[config.mk]
export PLATFORM = sky130hd
export DESIGN_NAME = dmc_regs
export DESIGN_NICKNAME = d
export VERILOG_FILES = /design/src/common/dmc_pkg.sv /design/src/hdl/dmc_regs.sv /design/src/hdl/dmc_ramp.sv
export VERILOG_INCLUDE_DIRS = /design/src /design/src/common
export SDC_FILE = /design/constraint.sdc
export NUM_CORES = 1
export LEC_CHECK = 0
export BUFFER_PORTS_ARGS = -buffer_cell sky130_fd_sc_hd__buf_2
export CAP_MARGIN = 15
export CORE_MARGIN = 3
export CORE_UTILIZATION = 45
export CTS_BUF_LIST = sky130_fd_sc_hd__clkbuf_8 sky130_fd_sc_hd__clkbuf_16
export CTS_CLUSTER_DIAMETER = 100
export DETAILED_ROUTE_END_ITERATION = 16
export PLACE_DENSITY = 0.62
export SYNTH_ARGS = -nofsm -noshare
export SYNTH_HDL_FRONTEND = slang
export SYNTH_SLANG_ARGS = --single-unit
export TNS_END_PERCENT = 20
[constraint.sdc]
create_clock -name mclk -period 3.5 [get_ports mclk]
set_input_delay 0.525 -clock mclk [delete_from_list [all_inputs] [get_ports mclk]]
set_output_delay 0.525 -clock mclk [all_outputs]
set_load 0.02 [all_outputs]
[src/common/dmc_defs.svh]
// constants of the mode-control register bank
// assumes inclusion by bare name from design files
`ifndef DMC_DEFS_SVH
`define DMC_DEFS_SVH
`define DMC_REG_LEFT      7'h10
`define DMC_REG_RIGHT     7'h11
`define DMC_REG_FMT       7'h12
`define DMC_REG_OUT       7'h13
`define DMC_ATT_RST       8'hff
`define DMC_ATT_MUTE_MAX  8'h0e
`define DMC_FMT_RST       3'h5
`define DMC_WORD_BITS     16
`define DMC_RW_BIT        15
`define DMC_ZERO_RUN      11'h400
`endif

[src/common/dmc_pkg.sv]
// types of the mode-control register bank
// assumes nothing beyond the compiler
package dmc_pkg;
  typedef enum logic [2:0] {
    DMC_FMT_RJ16 = 3'h0, DMC_FMT_RJ20 = 3'h1, DMC_FMT_RJ24 = 3'h2,
    DMC_FMT_LJ24 = 3'h3, DMC_FMT_I2S16 = 3'h4, DMC_FMT_I2S24 = 3'h5,
    DMC_FMT_RSV6 = 3'h6, DMC_FMT_RSV7 = 3'h7
  } dmc_fmt_t;
  typedef enum logic [2:0] {
    DMC_IDLE = 3'b001,
    DMC_SHIFT = 3'b010,
    DMC_DONE = 3'b100
  } dmc_state_t;
endpackage

[src/hdl/dmc_regs.sv]
// mode-control register bank with 16-bit serial control port
// assumes ctl_sck sampled on mclk, frame_clock pulses synchronous to mclk
`timescale 1ns/1ps
`default_nettype none
`include "dmc_defs.svh"
module dmc_regs
  import dmc_pkg::*;
(
  input  wire logic       mclk,
  input  wire logic       rst,
  input  wire logic       ctl_cs_n,
  input  wire logic       ctl_sck,
  input  wire logic       ctl_sdi,
  output logic            ctl_sdo_q,
  input  wire logic       frame_clock,
  input  wire logic       bitstream_mode,
  input  wire logic       filter_bypass_mode,
  input  wire logic       sample_tick,
  input  wire logic       left_zero,
  input  wire logic       right_zero,
  input  wire logic       left_bitstream_pin_i,
  input  wire logic       right_bitstream_pin_i,
  output logic            left_bitstream_pin_o_q,
  output logic            right_bitstream_pin_o_q,
  output logic            left_bitstream_pin_oe_q,
  output logic            right_bitstream_pin_oe_q,
  input  wire logic       bypass_data_pin,
  output logic            left_data_q,
  output logic            right_data_q,
  output logic [7:0]      left_level_q,
  output logic [7:0]      right_level_q,
  output logic            left_mute_q,
  output logic            right_mute_q,
  output logic [2:0]      audio_format_sel_q,
  output logic [1:0]      deemph_freq_sel_q,
  output logic            deemph_active_q,
  output logic [1:0]      fir_response_sel_q,
  output logic            output_phase_invert_q,
  output logic            bipolar_zero_level_q,
  output logic            rolloff_sel_q,
  output logic            bypass_mono_q
);
  // register fields
  logic [7:0] left_atten_code_q, right_atten_code_q;
  logic [7:0] left_tgt_q, right_tgt_q;
  logic       atten_load_enable_q, deemph_enable_q, soft_mute_q;
  logic [1:0] atten_rate_sel_q;
  logic       analog_output_disable_q, zero_flag_pin_sel_q;
  logic       bypass_stereo_sel_q, zero_detect_mute_en_q;
  dmc_fmt_t   fmt_q;
  logic [1:0] dmf_q;
  logic       rev_q, flt_q;
  // serial port
  dmc_state_t state_q, state_d;
  logic [15:0] sh_q;
  logic [4:0]  cnt_q;
  logic        sck_d1_q;
  logic [7:0]  rd_q;
  wire sck_rise = ctl_sck && !sck_d1_q;
  wire sck_fall = !ctl_sck && sck_d1_q;
  wire [15:0] sh_next = {sh_q[14:0], ctl_sdi};
  wire word_done = (state_q == DMC_SHIFT) && sck_rise
                   && (cnt_q == 5'(`DMC_WORD_BITS - 1));
  wire [6:0] addr_early = sh_next[6:0];
  wire [6:0] wr_addr = sh_next[14:8];
  wire [7:0] wr_data = sh_next[7:0];
  wire wr_left  = word_done && !sh_next[`DMC_RW_BIT] && wr_addr == `DMC_REG_LEFT;
  wire wr_right = word_done && !sh_next[`DMC_RW_BIT] && wr_addr == `DMC_REG_RIGHT;
  wire wr_fmt   = word_done && !sh_next[`DMC_RW_BIT] && wr_addr == `DMC_REG_FMT;
  wire wr_out   = word_done && !sh_next[`DMC_RW_BIT] && wr_addr == `DMC_REG_OUT;
  wire [7:0] reg_fmt = {atten_load_enable_q, fmt_q, dmf_q, deemph_enable_q, soft_mute_q};
  wire [7:0] reg_out = {rev_q, atten_rate_sel_q, analog_output_disable_q,
                        zero_flag_pin_sel_q, bypass_stereo_sel_q, flt_q,
                        zero_detect_mute_en_q};
  wire [7:0] rd_mux = (addr_early == `DMC_REG_LEFT)  ? left_atten_code_q :
                      (addr_early == `DMC_REG_RIGHT) ? right_atten_code_q :
                      (addr_early == `DMC_REG_FMT)   ? reg_fmt :
                      (addr_early == `DMC_REG_OUT)   ? reg_out : 8'h00;
  wire load_rd = (state_q == DMC_SHIFT) && sck_rise && (cnt_q == 5'h07)
                 && sh_q[6];
  always_comb
  begin
    state_d = state_q;
    case (state_q)
      DMC_IDLE:  state_d = ctl_cs_n ? DMC_IDLE : DMC_SHIFT;
      DMC_SHIFT: state_d = ctl_cs_n ? DMC_IDLE : (word_done ? DMC_DONE : DMC_SHIFT);
      DMC_DONE:  state_d = ctl_cs_n ? DMC_IDLE : DMC_DONE;
      default:   state_d = DMC_IDLE;
    endcase
  end
  always_ff @(posedge mclk)
  begin
    if (rst)
    begin
      state_q  <= DMC_IDLE;
      sh_q     <= 16'h0000;
      cnt_q    <= 5'h00;
      sck_d1_q <= 1'b0;
      rd_q     <= 8'h00;
      ctl_sdo_q <= 1'b0;
    end
    else
    begin
      state_q  <= state_d;
      sck_d1_q <= ctl_sck;
      if (state_q == DMC_IDLE)
      begin
        cnt_q <= 5'h00;
        sh_q  <= 16'h0000;
      end
      else if (sck_rise && state_q == DMC_SHIFT)
      begin
        sh_q  <= sh_next;
        cnt_q <= cnt_q + 5'h01;
      end
      if (load_rd)
        rd_q <= rd_mux;
      else if (sck_fall && cnt_q > 5'h08)
        rd_q <= {rd_q[6:0], 1'b0};
      ctl_sdo_q <= (cnt_q > 5'h08) ? rd_q[7] : 1'b0;
    end
  end
  // register writes
  always_ff @(posedge mclk)
  begin
    if (rst)
    begin
      left_atten_code_q  <= `DMC_ATT_RST;
      right_atten_code_q <= `DMC_ATT_RST;
      atten_load_enable_q <= 1'b0;
      fmt_q <= dmc_fmt_t'(`DMC_FMT_RST);
      dmf_q <= 2'h0;
      deemph_enable_q <= 1'b0;
      soft_mute_q <= 1'b0;
      rev_q <= 1'b0;
      atten_rate_sel_q <= 2'h0;
      analog_output_disable_q <= 1'b0;
      zero_flag_pin_sel_q <= 1'b0;
      bypass_stereo_sel_q <= 1'b0;
      flt_q <= 1'b0;
      zero_detect_mute_en_q <= 1'b0;
    end
    else
    begin
      if (wr_left)
        left_atten_code_q <= wr_data;
      if (wr_right)
        right_atten_code_q <= wr_data;
      if (wr_fmt)
      begin
        atten_load_enable_q <= wr_data[7];
        fmt_q               <= dmc_fmt_t'(wr_data[6:4]);
        {dmf_q, deemph_enable_q, soft_mute_q} <= wr_data[3:0];
      end
      if (wr_out)
        {rev_q, atten_rate_sel_q, analog_output_disable_q, zero_flag_pin_sel_q,
         bypass_stereo_sel_q, flt_q, zero_detect_mute_en_q} <= wr_data;
    end
  end
  // targets latch only while load is enabled
  always_ff @(posedge mclk)
  begin
    if (rst)
    begin
      left_tgt_q  <= `DMC_ATT_RST;
      right_tgt_q <= `DMC_ATT_RST;
    end
    else if (atten_load_enable_q)
    begin
      left_tgt_q  <= left_atten_code_q;
      right_tgt_q <= right_atten_code_q;
    end
  end
  // step-rate divider on frame clock edges
  logic       fc_d1_q;
  logic [2:0] div_q;
  wire fc_rise = frame_clock && !fc_d1_q;
  wire [2:0] div_max = (atten_rate_sel_q == 2'h0) ? 3'h0 :
                       (atten_rate_sel_q == 2'h1) ? 3'h1 :
                       (atten_rate_sel_q == 2'h2) ? 3'h3 : 3'h7;
  wire step_en = fc_rise && (div_q >= div_max);
  always_ff @(posedge mclk)
  begin
    if (rst)
    begin
      fc_d1_q <= 1'b0;
      div_q   <= 3'h0;
    end
    else
    begin
      fc_d1_q <= frame_clock;
      if (fc_rise)
        div_q <= (div_q >= div_max) ? 3'h0 : div_q + 3'h1;
    end
  end
  // soft mute drives the ramp toward code zero
  wire [7:0] left_goal  = soft_mute_q ? 8'h00 : left_tgt_q;
  wire [7:0] right_goal = soft_mute_q ? 8'h00 : right_tgt_q;
  logic [7:0] left_lvl, right_lvl;
  dmc_ramp u_left (.mclk(mclk), .rst(rst), .step_en(step_en),
                   .target(left_goal), .level_q(left_lvl));
  dmc_ramp u_right (.mclk(mclk), .rst(rst), .step_en(step_en),
                    .target(right_goal), .level_q(right_lvl));
  // zero-run detector
  logic [10:0] zrun_q;
  wire zero_held = zrun_q == `DMC_ZERO_RUN;
  always_ff @(posedge mclk)
  begin
    if (rst)
      zrun_q <= 11'h000;
    else if (sample_tick)
      zrun_q <= !(left_zero && right_zero) ? 11'h000 :
                (zero_held ? zrun_q : zrun_q + 11'h001);
  end
  wire bpz_d = analog_output_disable_q
               || (zero_detect_mute_en_q && zero_held && !bitstream_mode);
  wire stereo_in = filter_bypass_mode && bypass_stereo_sel_q;
  always_ff @(posedge mclk)
  begin
    if (rst)
    begin
      left_level_q <= `DMC_ATT_RST;
      right_level_q <= `DMC_ATT_RST;
      left_mute_q <= 1'b0;
      right_mute_q <= 1'b0;
      audio_format_sel_q <= `DMC_FMT_RST;
      deemph_freq_sel_q <= 2'h0;
      deemph_active_q <= 1'b0;
      fir_response_sel_q <= 2'h0;
      output_phase_invert_q <= 1'b0;
      bipolar_zero_level_q <= 1'b0;
      rolloff_sel_q <= 1'b0;
      bypass_mono_q <= 1'b1;
      left_bitstream_pin_o_q <= 1'b0;
      right_bitstream_pin_o_q <= 1'b0;
      left_bitstream_pin_oe_q <= 1'b0;
      right_bitstream_pin_oe_q <= 1'b0;
      left_data_q <= 1'b0;
      right_data_q <= 1'b0;
    end
    else
    begin
      left_level_q <= left_lvl;
      right_level_q <= right_lvl;
      left_mute_q <= left_lvl <= `DMC_ATT_MUTE_MAX;
      right_mute_q <= right_lvl <= `DMC_ATT_MUTE_MAX;
      audio_format_sel_q <= fmt_q;
      deemph_freq_sel_q <= bitstream_mode ? 2'h0 : dmf_q;
      deemph_active_q <= deemph_enable_q && !bitstream_mode;
      fir_response_sel_q <= bitstream_mode ? dmf_q : 2'h0;
      output_phase_invert_q <= rev_q;
      bipolar_zero_level_q <= bpz_d;
      rolloff_sel_q <= flt_q;
      bypass_mono_q <= filter_bypass_mode && !bypass_stereo_sel_q;
      left_bitstream_pin_oe_q <= zero_flag_pin_sel_q;
      right_bitstream_pin_oe_q <= zero_flag_pin_sel_q;
      left_bitstream_pin_o_q <= zero_flag_pin_sel_q && left_zero;
      right_bitstream_pin_o_q <= zero_flag_pin_sel_q && right_zero;
      left_data_q <= (filter_bypass_mode && !stereo_in) ? bypass_data_pin
                     : (zero_flag_pin_sel_q ? 1'b0 : left_bitstream_pin_i);
      right_data_q <= (filter_bypass_mode && !stereo_in) ? bypass_data_pin
                      : (zero_flag_pin_sel_q ? 1'b0 : right_bitstream_pin_i);
    end
  end
  wr_left_a: assert property (@(posedge mclk) disable iff (rst)
    wr_left |=> left_atten_code_q == $past(wr_data))
    else $error("left code not stored");
  load_hold_a: assert property (@(posedge mclk) disable iff (rst)
    !atten_load_enable_q |=> left_tgt_q == $past(left_tgt_q))
    else $error("target changed while load disabled");
  read_keep_a: assert property (@(posedge mclk) disable iff (rst)
    word_done && sh_next[`DMC_RW_BIT] |=> $stable(reg_fmt) && $stable(reg_out))
    else $error("read altered registers");
  mute_goal_a: assert property (@(posedge mclk) disable iff (rst)
    soft_mute_q && step_en && left_lvl != 8'h00 |=> left_lvl == $past(left_lvl) - 8'h01)
    else $error("soft mute not stepping down");
  opd_bpz_a: assert property (@(posedge mclk) disable iff (rst)
    analog_output_disable_q |=> bipolar_zero_level_q)
    else $error("output disable not forcing zero");
  pin_dir_a: assert property (@(posedge mclk) disable iff (rst)
    zero_flag_pin_sel_q |=> left_bitstream_pin_oe_q && right_bitstream_pin_oe_q)
    else $error("zero flag pins not driven");
  mute_code_a: assert property (@(posedge mclk) disable iff (rst)
    left_lvl == 8'h0f |=> !left_mute_q)
    else $error("code 15 muted");
  phase_a: assert property (@(posedge mclk) disable iff (rst)
    rev_q |=> output_phase_invert_q)
    else $error("phase invert lost");
  deemph_a: assert property (@(posedge mclk) disable iff (rst)
    deemph_enable_q && !bitstream_mode |=> deemph_active_q)
    else $error("de-emphasis not enabled");
endmodule // dmc_regs
`default_nettype wire

[src/hdl/dmc_ramp.sv]
// one attenuator ramp: steps the applied code one 0.5 dB step per tick
// assumes step_en is a one-cycle pulse on mclk
`timescale 1ns/1ps
`default_nettype none
`include "dmc_defs.svh"
module dmc_ramp
  import dmc_pkg::*;
(
  input  wire logic       mclk,
  input  wire logic       rst,
  input  wire logic       step_en,
  input  wire logic [7:0] target,
  output logic      [7:0] level_q
);
  wire up   = level_q < target;
  wire down = level_q > target;
  always_ff @(posedge mclk)
  begin
    if (rst)
      level_q <= `DMC_ATT_RST;
    else if (step_en && up)
      level_q <= level_q + 8'h01;
    else if (step_en && down)
      level_q <= level_q - 8'h01;
  end
  step_bound_a: assert property (@(posedge mclk) disable iff (rst)
    !step_en |=> level_q == $past(level_q))
    else $error("level moved without step");
endmodule // dmc_ramp
`default_nettype wire

==> reports/results.txt, run 1 <==
post-DP HPWL -> 10.02 mm
Yosys reg bits -> 147
Post-DRT Antenna Nets -> 0
critical path arrival -> 3.68 ns
Leakage -> 3.111 nW
critical path class -> reg -> reg
critical path, cell by cell -> nand2b_1 > ha_4 > nor2b_1 > o211ai_2 > a21oi_2 > or4_4 > ha_4 > a211o_1 > a31oi_4 > a22oi_2 > or3_4 > a31oi_2 > a41oi_1
Die Width -> 127.3 µm
Critical Path Slowest Stage Cell -> or4_4
Most flops, register -> sh_q
fin crit share -> 97.99%
maximum vdd drop -> 375.6 µV
Tightest Hold Check Type -> in -> reg
Sum Neg Setup Slack -> 0 ns
number of synthesized flops with an enable pin -> 0
num rows -> 43
Starting Density -> 46.77%
final wirelength -> 14.05 mm
number of flip-flops in the largest register -> 15
max-cap violation count -> 0
core box area -> 14150 µm²
first-pass GRT wire length -> 23.42 mm
syn avg cell area -> 9.892 µm²
Post-Syn Area -> 6618 µm²
Synth Area in Compound Gates -> 7.809%
Power Dens Cells -> 709.1 nW/µm²
crit end category -> register
die extent in y -> 127.3 µm
worst skew pair latency -> 0.42 ns
CP Max Fanout -> 8
combinational family with the most area after synthesis -> simple AND/OR/NAND/NOR gates
number of I/O pins -> 51
initial antenna violation count -> 0
maximum clock insertion buffer count -> 2
Least-Margin Pin Slew -> 0.6902 ns
ys async rst share -> 0%
Worst Path Required -> 3.75 ns
Worst R2R Setup Slack -> 0.07 ns
DIE AREA -> 16200 µm²
fin util -> 56.24%
final clock skew -> 0.01164 ns
HP Start -> left_zero
DRC -> 0
total CTS buffers -> 17
Area Growth Syn to Fin -> 20.25%
Worst Hold Endpoint -> left_bitstream_pin_o_q
crit-path leading delay family -> simple AND/OR/NAND/NOR gates
Peak Freq -> 0.2916 GHz
Hold Path Cell Cnt -> 2
Startpoint Class -> register
count of final setup violators -> 0
Synth Area in Adders -> 7.601%
Worst-path clk slew -> 0.06 ns
Rel. slew slack -> 53.92%
IO Port Bufs -> 50
Synth Flop Type -> dfxtp_1
n_diodes -> 0
mux share of post-synthesis cell area -> 14.09%
proportion of layout cells with a drive suffix above 1 -> 22.99%
largest net degree at the start of global routing -> 32
synthesized instance count -> 669
total grt overflow -> 0
CP most frequent cell -> ha_4
cells on worst reg2reg path -> 13
vias in the first global route -> 4818
run status -> complete, no violations
XOR/XNOR share of the synthesized area -> 3.176%
Hold Vio Cnt, Final -> 0
Synth area leaders -> dfxtp_1, mux2i_1, ha_1
WP buf/inv -> 0
Ys Warns -> 0
RD Place Congestion -> 0.8146
reg-to-reg endpoint -> u_left.level_q[7]
share of the synthesized area in the top cell type -> 44.47%
Vias -> 4894
clock root cell -> clkbuf_16
post-synth net total -> 722
library cells used by synthesis -> 60
worst r2r src -> soft_mute_q
Top Registers -> sh_q: 15 flops, zrun_q: 11 flops
H-Tree Depth -> 4
placed cell count -> 900
Tmin final -> 3.430 ns
TritonCTS clock tree -> yes
first-pass iteration count of the detailed router -> 4
largest area contributor in the netlist -> dfxtp_1
crit-path max cell delay -> 0.61 ns
Overall Global Routing Usage -> 17.95%
hold_buf cts -> 0
sequential fraction of the synthesis area -> 44.47%
Max Slew Vio Count -> 0
clk sinks -> 147
Non-Filler Instances -> 937
Simple-Gate Fraction of Synth Area -> 19.68%
Total Nets Final -> 797
1st-iter DRT viols -> 258
drt via density -> 5.223
per-cell routed wire length -> 14.99 µm
[worst max-delay path by stage]
stage,start,to,slack (ns),cells after the start
finish,soft_mute_q,u_left.level_q[7],0.07,13
global route,soft_mute_q,u_left.level_q[7],-0.05,14
CTS,atten_rate_sel_q[1],u_right.level_q[6],0.006,15
detailed placement,soft_mute_q,u_right.level_q[7],-0.19,14
global placement,soft_mute_q,u_right.level_q[7],-0.008,14
floorplan,atten_rate_sel_q[1],u_left.level_q[7],0.04,13
[layout by cell type (no fill, tap or decap), types with 5 or more instances in the layout]
cell / n
mux2i_1: 74
and2_1: 6
a21o_1: 6
or2_2: 18
dfxtp_1: 146
xor2_1: 12
o21ai_0: 6
a22oi_1: 6
ha_1: 34
inv_1: 16
nand2_1: 73
buf_2: 50
and3_1: 5
xnor2_1: 12
nor2b_1: 16
nand2b_1: 19
nand3_1: 5
clkbuf_16: 17
buf_4: 35
a21oi_1: 25
nand4_1: 7
nor2_1: 70
mux4_2: 8
a211oi_1: 8
[kinds of logic after synthesis]
kind of cell    count (synthesis)
buf+inv                        48
compound gates                 78
mux                            83
simple gates                  250
flops                         147
fa+ha+maj                      39
xor+xnor                       24
[final cells by class]
class	instances	area, µm²
multi-input combinational	474	3572
tap	180	225.2
sequential	147	2947
inverter	18	67.56
clock inverter	11	147.6
timing repair buffer	86	518.0
fill	1252	6192
clock buffer	21	480.5
[metrics by stage]
| stage | hold slack (ns) | cell area [µm²] | setup slack (ns) | power, mW |
|---|---|---|---|---|
| after global placement | 0.4620 | 7183 | -0.008197 | 3.515 |
| after global routing | 0.3170 | 7958 | -0.04699 | 5.987 |
| after floorplan | 0.4332 | 6618 | 0.03916 | 3.068 |
| final | 0.3204 | 7958 | 0.07019 | 5.642 |
| after CTS | 0.3035 | 7830 | 0.006025 | 5.501 |
| after detailed placement | 0.4669 | 7183 | -0.1871 | 3.566 |
[worst register-to-register path, stage by stage, from the launching register on]
cell	delay, ns
dfxtp_4	0.37
nand2b_1	0.19
ha_4	0.23
nor2b_1	0.14
o211ai_2	0.20
a21oi_2	0.09
or4_4	0.61
ha_4	0.24
a211o_1	0.33
a31oi_4	0.18
a22oi_2	0.08
or3_4	0.38
a31oi_2	0.17
a41oi_1	0.06
[report_power, final]
group	total [mW]	switching [mW]	internal, mW
Sequential	1.90	0.113	1.79
Clock	1.89	0.695	1.20
Combinational	1.85	0.940	0.906
Total	5.64	1.75	3.89
[cells in the mapped netlist (4+ instances only)]
| master | number |
|---|---|
| nand3_1 | 5 |
| mux4_2 | 8 |
| nor2b_1 | 16 |
| and3_1 | 5 |
| nor4_1 | 4 |
| xnor2_1 | 12 |
| dfxtp_1 | 147 |
| a211oi_1 | 8 |
| a21oi_1 | 28 |
| nand2_1 | 73 |
| mux2i_1 | 74 |
| a21o_1 | 6 |
| xor2_1 | 12 |
| buf_4 | 4 |
| o21ai_0 | 8 |
| a22oi_1 | 7 |
| nor2_1 | 70 |
| buf_2 | 6 |
| ha_1 | 37 |
| nand2b_1 | 19 |
| clkbuf_1 | 16 |
| inv_1 | 17 |
| or2_2 | 18 |
| nand4_1 | 7 |
| and2_1 | 6 |
[repair_timing]
item,CTS,global route
setup buffers,0,5
hold endpoints to repair,0,0
endpoints found under the setup margin,4,5
gates cloned,0,0
pin swaps,0,5
resized for setup,5,17
[metal layers]
layer,part of all wire [%],vias up,track usage (%)
met3,4.1,10,4.640
met1,46,2331,23.01
met5,0,-,0
li1,-,2478,-
met2,49,75,30.04
met4,0.83,0,4.984
Note: power is estimated with default switching activity, not from simulation.
==> run 2: changes to the inputs <==
GPL_TIMING_DRIVEN = 0   (was unset)
PLACE_DENSITY = unset   (was 0.62)
PLACE_DENSITY_LB_ADDON = 0.1   (was unset)
clock period = 3.95 ns   (was 3.5 ns; I/O delays follow)
==> run 2 against run 1 <==
Effect of this change:
- die area unchanged
- routed wire length increased by 4.4%
- largest power group unchanged
- via count decreased by 0.76%
- critical path type unchanged
- fmax decreased by 8.0%
- clock skew decreased by 0.0057 ns
==> reports/results.txt, run 2 (synthesized netlist as in run 1, its figures left out) <==
run status -> complete, no violations
proportion of layout cells with a drive suffix above 1 -> 18.13%
Startpoint Class -> register
Worst Path Required -> 4.22 ns
1st-iter DRT viols -> 260
max-cap violation count -> 0
total power -> 4.490 mW
Hold Vio Cnt, Final -> 0
RD Place Congestion -> 0.8448
Post-CTS Setup Bufs -> 0
reg-to-reg endpoint -> u_left.level_q[7]
core box area -> 14150 µm²
multi-input combinational cell area -> 3475 µm²
maximum clock insertion buffer count -> 2
Most flops, register -> sh_q
cells on worst reg2reg path -> 13
most frequent cells in the layout -> dfxtp_1, mux2i_1, nand2_1
Area Growth Syn to Fin -> 15.84%
Worst Hold Endpoint -> right_level_q[6]
Non-Filler Instances -> 930
worst skew pair latency -> 0.43 ns
n_diodes -> 0
number of flip-flops in the largest register -> 15
final wirelength -> 14.66 mm
Total Nets Final -> 791
drt via density -> 5.223
Die Width -> 127.3 µm
crit end category -> register
Starting Density -> 46.77%
Least-Margin Pin Slew -> 0.8096 ns
fin crit share -> 94.37%
count of final setup violators -> 0
H-Tree Depth -> 4
PnR worst setup slack -> 0.2225 ns
GR peak layer -> met2
Rel. slew slack -> 46.03%
Hold Path Cell Cnt -> 2
vias in the first global route -> 4820
final clock skew -> 0.005912 ns
Overall Global Routing Usage -> 19.01%
Peak Freq -> 0.2683 GHz
critical path, cell by cell -> or2_2 > ha_1 > nand2b_1 > a21o_1 > a21oi_2 > or4_4 > ha_1 > a211o_1 > a31oi_1 > a22oi_1 > or3_1 > a31oi_1 > a41oi_1
Power Dens Cells -> 585.7 nW/µm²
Post-DRT Antenna Nets -> 0
post-DP HPWL -> 10.74 mm
largest net degree at the start of global routing -> 17
total grt overflow -> 0
RSZ-0062 raised after global routing -> no
WHS -> 0.3811 ns
critical path arrival -> 4.00 ns
crit-path leading delay family -> simple AND/OR/NAND/NOR gates
Worst R2R Setup Slack -> 0.22 ns
clk sinks -> 147
met1 global-route usage -> 24.30%
IO Port Bufs -> 50
die extent in y -> 127.3 µm
DRC -> 0
first-pass iteration count of the detailed router -> 5
DP Area -> 7093 µm²
Critical Path Slowest Stage Cell -> or4_4
per-cell routed wire length -> 15.77 µm
commonest non-fill, non-tap cell in the layout -> dfxtp_1
DIE AREA -> 16200 µm²
GR Layer Usage met3 -> 5.477%
Vias -> 4857
total CTS buffers -> 17
WP buf/inv -> 0
critical path class -> reg -> reg
Tightest Hold Check Type -> in -> reg
num rows -> 43
HP Start -> rst
Leakage -> 2.985 nW
Max Slew Vio Count -> 0
clock root cell -> clkbuf_16
crit-path max cell delay -> 0.64 ns
number of I/O pins -> 51
first-pass GRT wire length -> 24.27 mm
TritonCTS clock tree -> yes
Seq. cell area -> 2944 µm²
Top Registers -> sh_q: 15 flops, zrun_q: 11 flops
DP Worst Slack -> -0.1452 ns
maximum vdd drop -> 323.3 µV
placed cell count -> 899
Tmin final -> 3.727 ns
initial antenna violation count -> 0
Worst-path clk slew -> 0.06 ns
CP Max Fanout -> 7
routing usage on met2 -> 30.50%
design area -> 7666 µm²
fillers -> 1264
worst r2r src -> atten_rate_sel_q[1]
-- run 2: cell types whose count changed in the layout (fill, tap and decap cells not counted), sizes merged --
cell and delta:
buf -21, clkbuf +13, bufinv -2, inv +2, clkinv +1
-- run 2: metal layers --
layer	vias to the layer above	share of wire, %
met4	0	2.0
met2	85	47
li1	2456	-
met5	-	0
met3	20	4.4
met1	2296	46
-- run 2: per-stage QoR --
stage | TNS [ns] | utilization, %
floorplan | 0 | -
global placement | -0.05913 | 50.13
detailed placement | -0.1657 | 50.13
CTS | 0 | 54.14
global route | 0 | 54.18
finish | 0 | 54.18
-- run 2: worst max-delay path by stage --
| stage | from | end | depth (start not counted) |
|---|---|---|---|
| floorplan | atten_rate_sel_q[1] | u_left.level_q[7] | 13 |
| global placement | soft_mute_q | u_right.level_q[7] | 15 |
| detailed placement | soft_mute_q | u_right.level_q[7] | 15 |
| CTS | soft_mute_q | u_left.level_q[7] | 13 |
| global route | atten_rate_sel_q[1] | u_left.level_q[7] | 13 |
| finish | atten_rate_sel_q[1] | u_left.level_q[7] | 13 |
-- run 2: cell type report --
| type | count | share of cell area, % |
|---|---|---|
| buffer | 30 | 1.877 |
| clock buffer | 19 | 5.908 |
| clock inverter | 12 | 1.404 |
| inverter | 18 | 0.8813 |
| multi-input combinational | 474 | 45.32 |
| sequential | 147 | 38.40 |
| tap | 180 | 2.938 |
| timing repair buffer | 50 | 3.264 |
-- run 2: what timing repair did --
action	in CTS	in global routing
gates resized for setup	2	4
endpoints found under the setup margin	2	3
pin swaps	0	0
hold buffers	0	0
-- run 2: where the power goes --
group | leakage (nW) | internal [mW] | total [mW] | switching (mW)
Sequential | 1.19 | 1.58 | 1.69 | 0.106
Clock | 0.282 | 0.897 | 1.52 | 0.628
Combinational | 1.51 | 0.580 | 1.27 | 0.694
Total | 2.98 | 3.06 | 4.49 | 1.43
==> run 3: changes to the inputs <==
==> constraint.sdc (replaced) <==
create_clock -name mclk -period 3.95 [get_ports mclk]
set_input_delay 0.1975 -clock mclk [delete_from_list [all_inputs] [get_ports mclk]]
set_output_delay 0.1975 -clock mclk [all_outputs]
set_load 0.02 [all_outputs]
==> run 3 against run 2 <==
Effect of this change:
- via count up 0.27%
- global-route usage about the same
- routed wire length up 0.16%
- non-clock buffer count up 4
- critical path type unchanged
- critical endpoint unchanged
- largest cell class unchanged
- highest routed layer unchanged
==> reports/results.txt, run 3 (synthesized netlist as in run 1, its figures left out) <==
run status -> complete, no violations
final wirelength -> 14.69 mm
first-pass GRT wire length -> 24.32 mm
most frequent cells in the layout -> dfxtp_1, mux2i_1, nand2_1
Least-Margin Pin Slew -> 0.7951 ns
1st-iter DRT viols -> 267
Worst-path clk slew -> 0.06 ns
initial antenna violation count -> 0
critical path, cell by cell -> or2_2 > ha_1 > nand2b_1 > a21o_1 > a21oi_2 > or4_4 > ha_1 > a211o_1 > a31oi_1 > a22oi_1 > or3_1 > a31oi_1 > a41oi_1
final clock skew -> 0.01539 ns
TritonCTS clock tree -> yes
core box area -> 14150 µm²
Overall Global Routing Usage -> 19.05%
largest net degree at the start of global routing -> 17
vias in the first global route -> 4835
Die Width -> 127.3 µm
die extent in y -> 127.3 µm
total CTS buffers -> 17
critical path arrival -> 4.00 ns
proportion of layout cells with a drive suffix above 1 -> 18.04%
Non-Filler Instances -> 934
worst r2r src -> atten_rate_sel_q[1]
clk sinks -> 147
crit end category -> register
Max Slew Vio Count -> 0
design area -> 7706 µm²
Starting Density -> 46.77%
post-DP HPWL -> 10.74 mm
Startpoint Class -> register
Rel. slew slack -> 46.99%
Tightest Hold Check Type -> in -> reg
fin crit share -> 94.71%
clock root cell -> clkbuf_16
Most flops, register -> sh_q
drt via density -> 5.214
n_diodes -> 0
CP startpoint -> atten_rate_sel_q[1]
critical path class -> reg -> reg
first-pass iteration count of the detailed router -> 4
num rows -> 43
HP Start -> frame_clock
DIE AREA -> 16200 µm²
Tmin final -> 3.741 ns
Leakage -> 3.001 nW
H-Tree Depth -> 4
per-cell routed wire length -> 15.72 µm
Post-DRT Antenna Nets -> 0
Total Nets Final -> 795
maximum vdd drop -> 321.1 µV
placed cell count -> 899
CP Max Fanout -> 7
count of final setup violators -> 0
Peak Freq -> 0.2673 GHz
Power Dens Cells -> 582.8 nW/µm²
Area Growth Syn to Fin -> 16.45%
crit-path max cell delay -> 0.64 ns
Critical Path Slowest Stage Cell -> or4_4
RD Place Congestion -> 0.8448
number of flip-flops in the largest register -> 15
fin util -> 54.46%
maximum clock insertion buffer count -> 2
IO Port Bufs -> 50
Hold Vio Cnt, Final -> 0
commonest non-fill, non-tap cell in the layout -> dfxtp_1
max-cap violation count -> 0
RSZ-0062 raised after global routing -> no
total power -> 4.491 mW
worst skew pair latency -> 0.43 ns
Top Registers -> sh_q: 15 flops, zrun_q: 11 flops
Vias -> 4870
number of I/O pins -> 51
Worst Path Required -> 4.21 ns
DRC -> 0
DP Area -> 7093 µm²
WHS -> 0.008497 ns
total grt overflow -> 0
Post-CTS Setup Bufs -> 0
run 3: cell count changes in the layout (fill, tap and decap cells not counted), sizes merged:
cell         before  now
dlygate4sd3       0    4
run 3: worst paths after layout:
path / endpoint / slack (ns) / depth (start not counted)
max: u_left.level_q[7] / 0.21 / 13
min: fc_d1_q / 0.008 / 2
max reg2reg: u_left.level_q[7] / 0.21 / 13
min reg2reg: rd_q[0] / 0.48 / 2
run 3: what timing repair did:
| action | CTS | global route |
|---|---|---|
| cloned | 0 | 0 |
| hold buffers | 4 | 0 |
| hold endpoints to repair | 4 | 0 |
| setup endpoints to repair | 2 | 3 |
| resized for setup | 2 | 4 |
run 3: routing by layer:
layer / vias up / global-route usage, % / part of all wire, % / wire (µm)
met5: - / 0 / 0 / 0
met4: 0 / 7.256 / 1.7 / 250
met3: 15 / 5.435 / 4.7 / 685
met2: 77 / 30.63 / 48 / 7023
met1: 2315 / 24.33 / 46 / 6727
li1: 2463 / - / - / -
run 3: area by class of cell:
cell class | count | area [µm²]
plain buffers | 30 | 143.9
multi-input cells | 474 | 3475
flip-flops and latches | 147 | 2944
inverters | 18 | 67.56
clock inverters | 12 | 107.6
repair buffers | 54 | 290.3
fillers | 1261 | 6444
well taps | 180 | 225.2
clock buffers | 19 | 452.9
run 3: report_power, final:
group | leakage (nW) | switching [mW] | total, mW | internal [mW]
Sequential | 1.19 | 0.106 | 1.69 | 1.58
Clock | 0.282 | 0.628 | 1.53 | 0.897
Combinational | 1.53 | 0.692 | 1.27 | 0.583
Total | 3.00 | 1.43 | 4.49 | 3.06
run 3: critical path, delay by kind of cell (launching register included):
family / cells / cell delay [ns]
AOI/OAI and AO/OA: 7 / 1.19
and+or+nand+nor: 4 / 1.38
adders and majority gates: 2 / 0.63
DFF: 1 / 0.36
run 3: stage by stage:
step,TNS [ns],setup WS (ns)
after floorplan,0,0.4892
after global placement,-0.05913,-0.05913
after detailed placement,-0.1657,-0.1452
after CTS,0,0.05815
after global routing,0,0.01400
final,0,0.2091
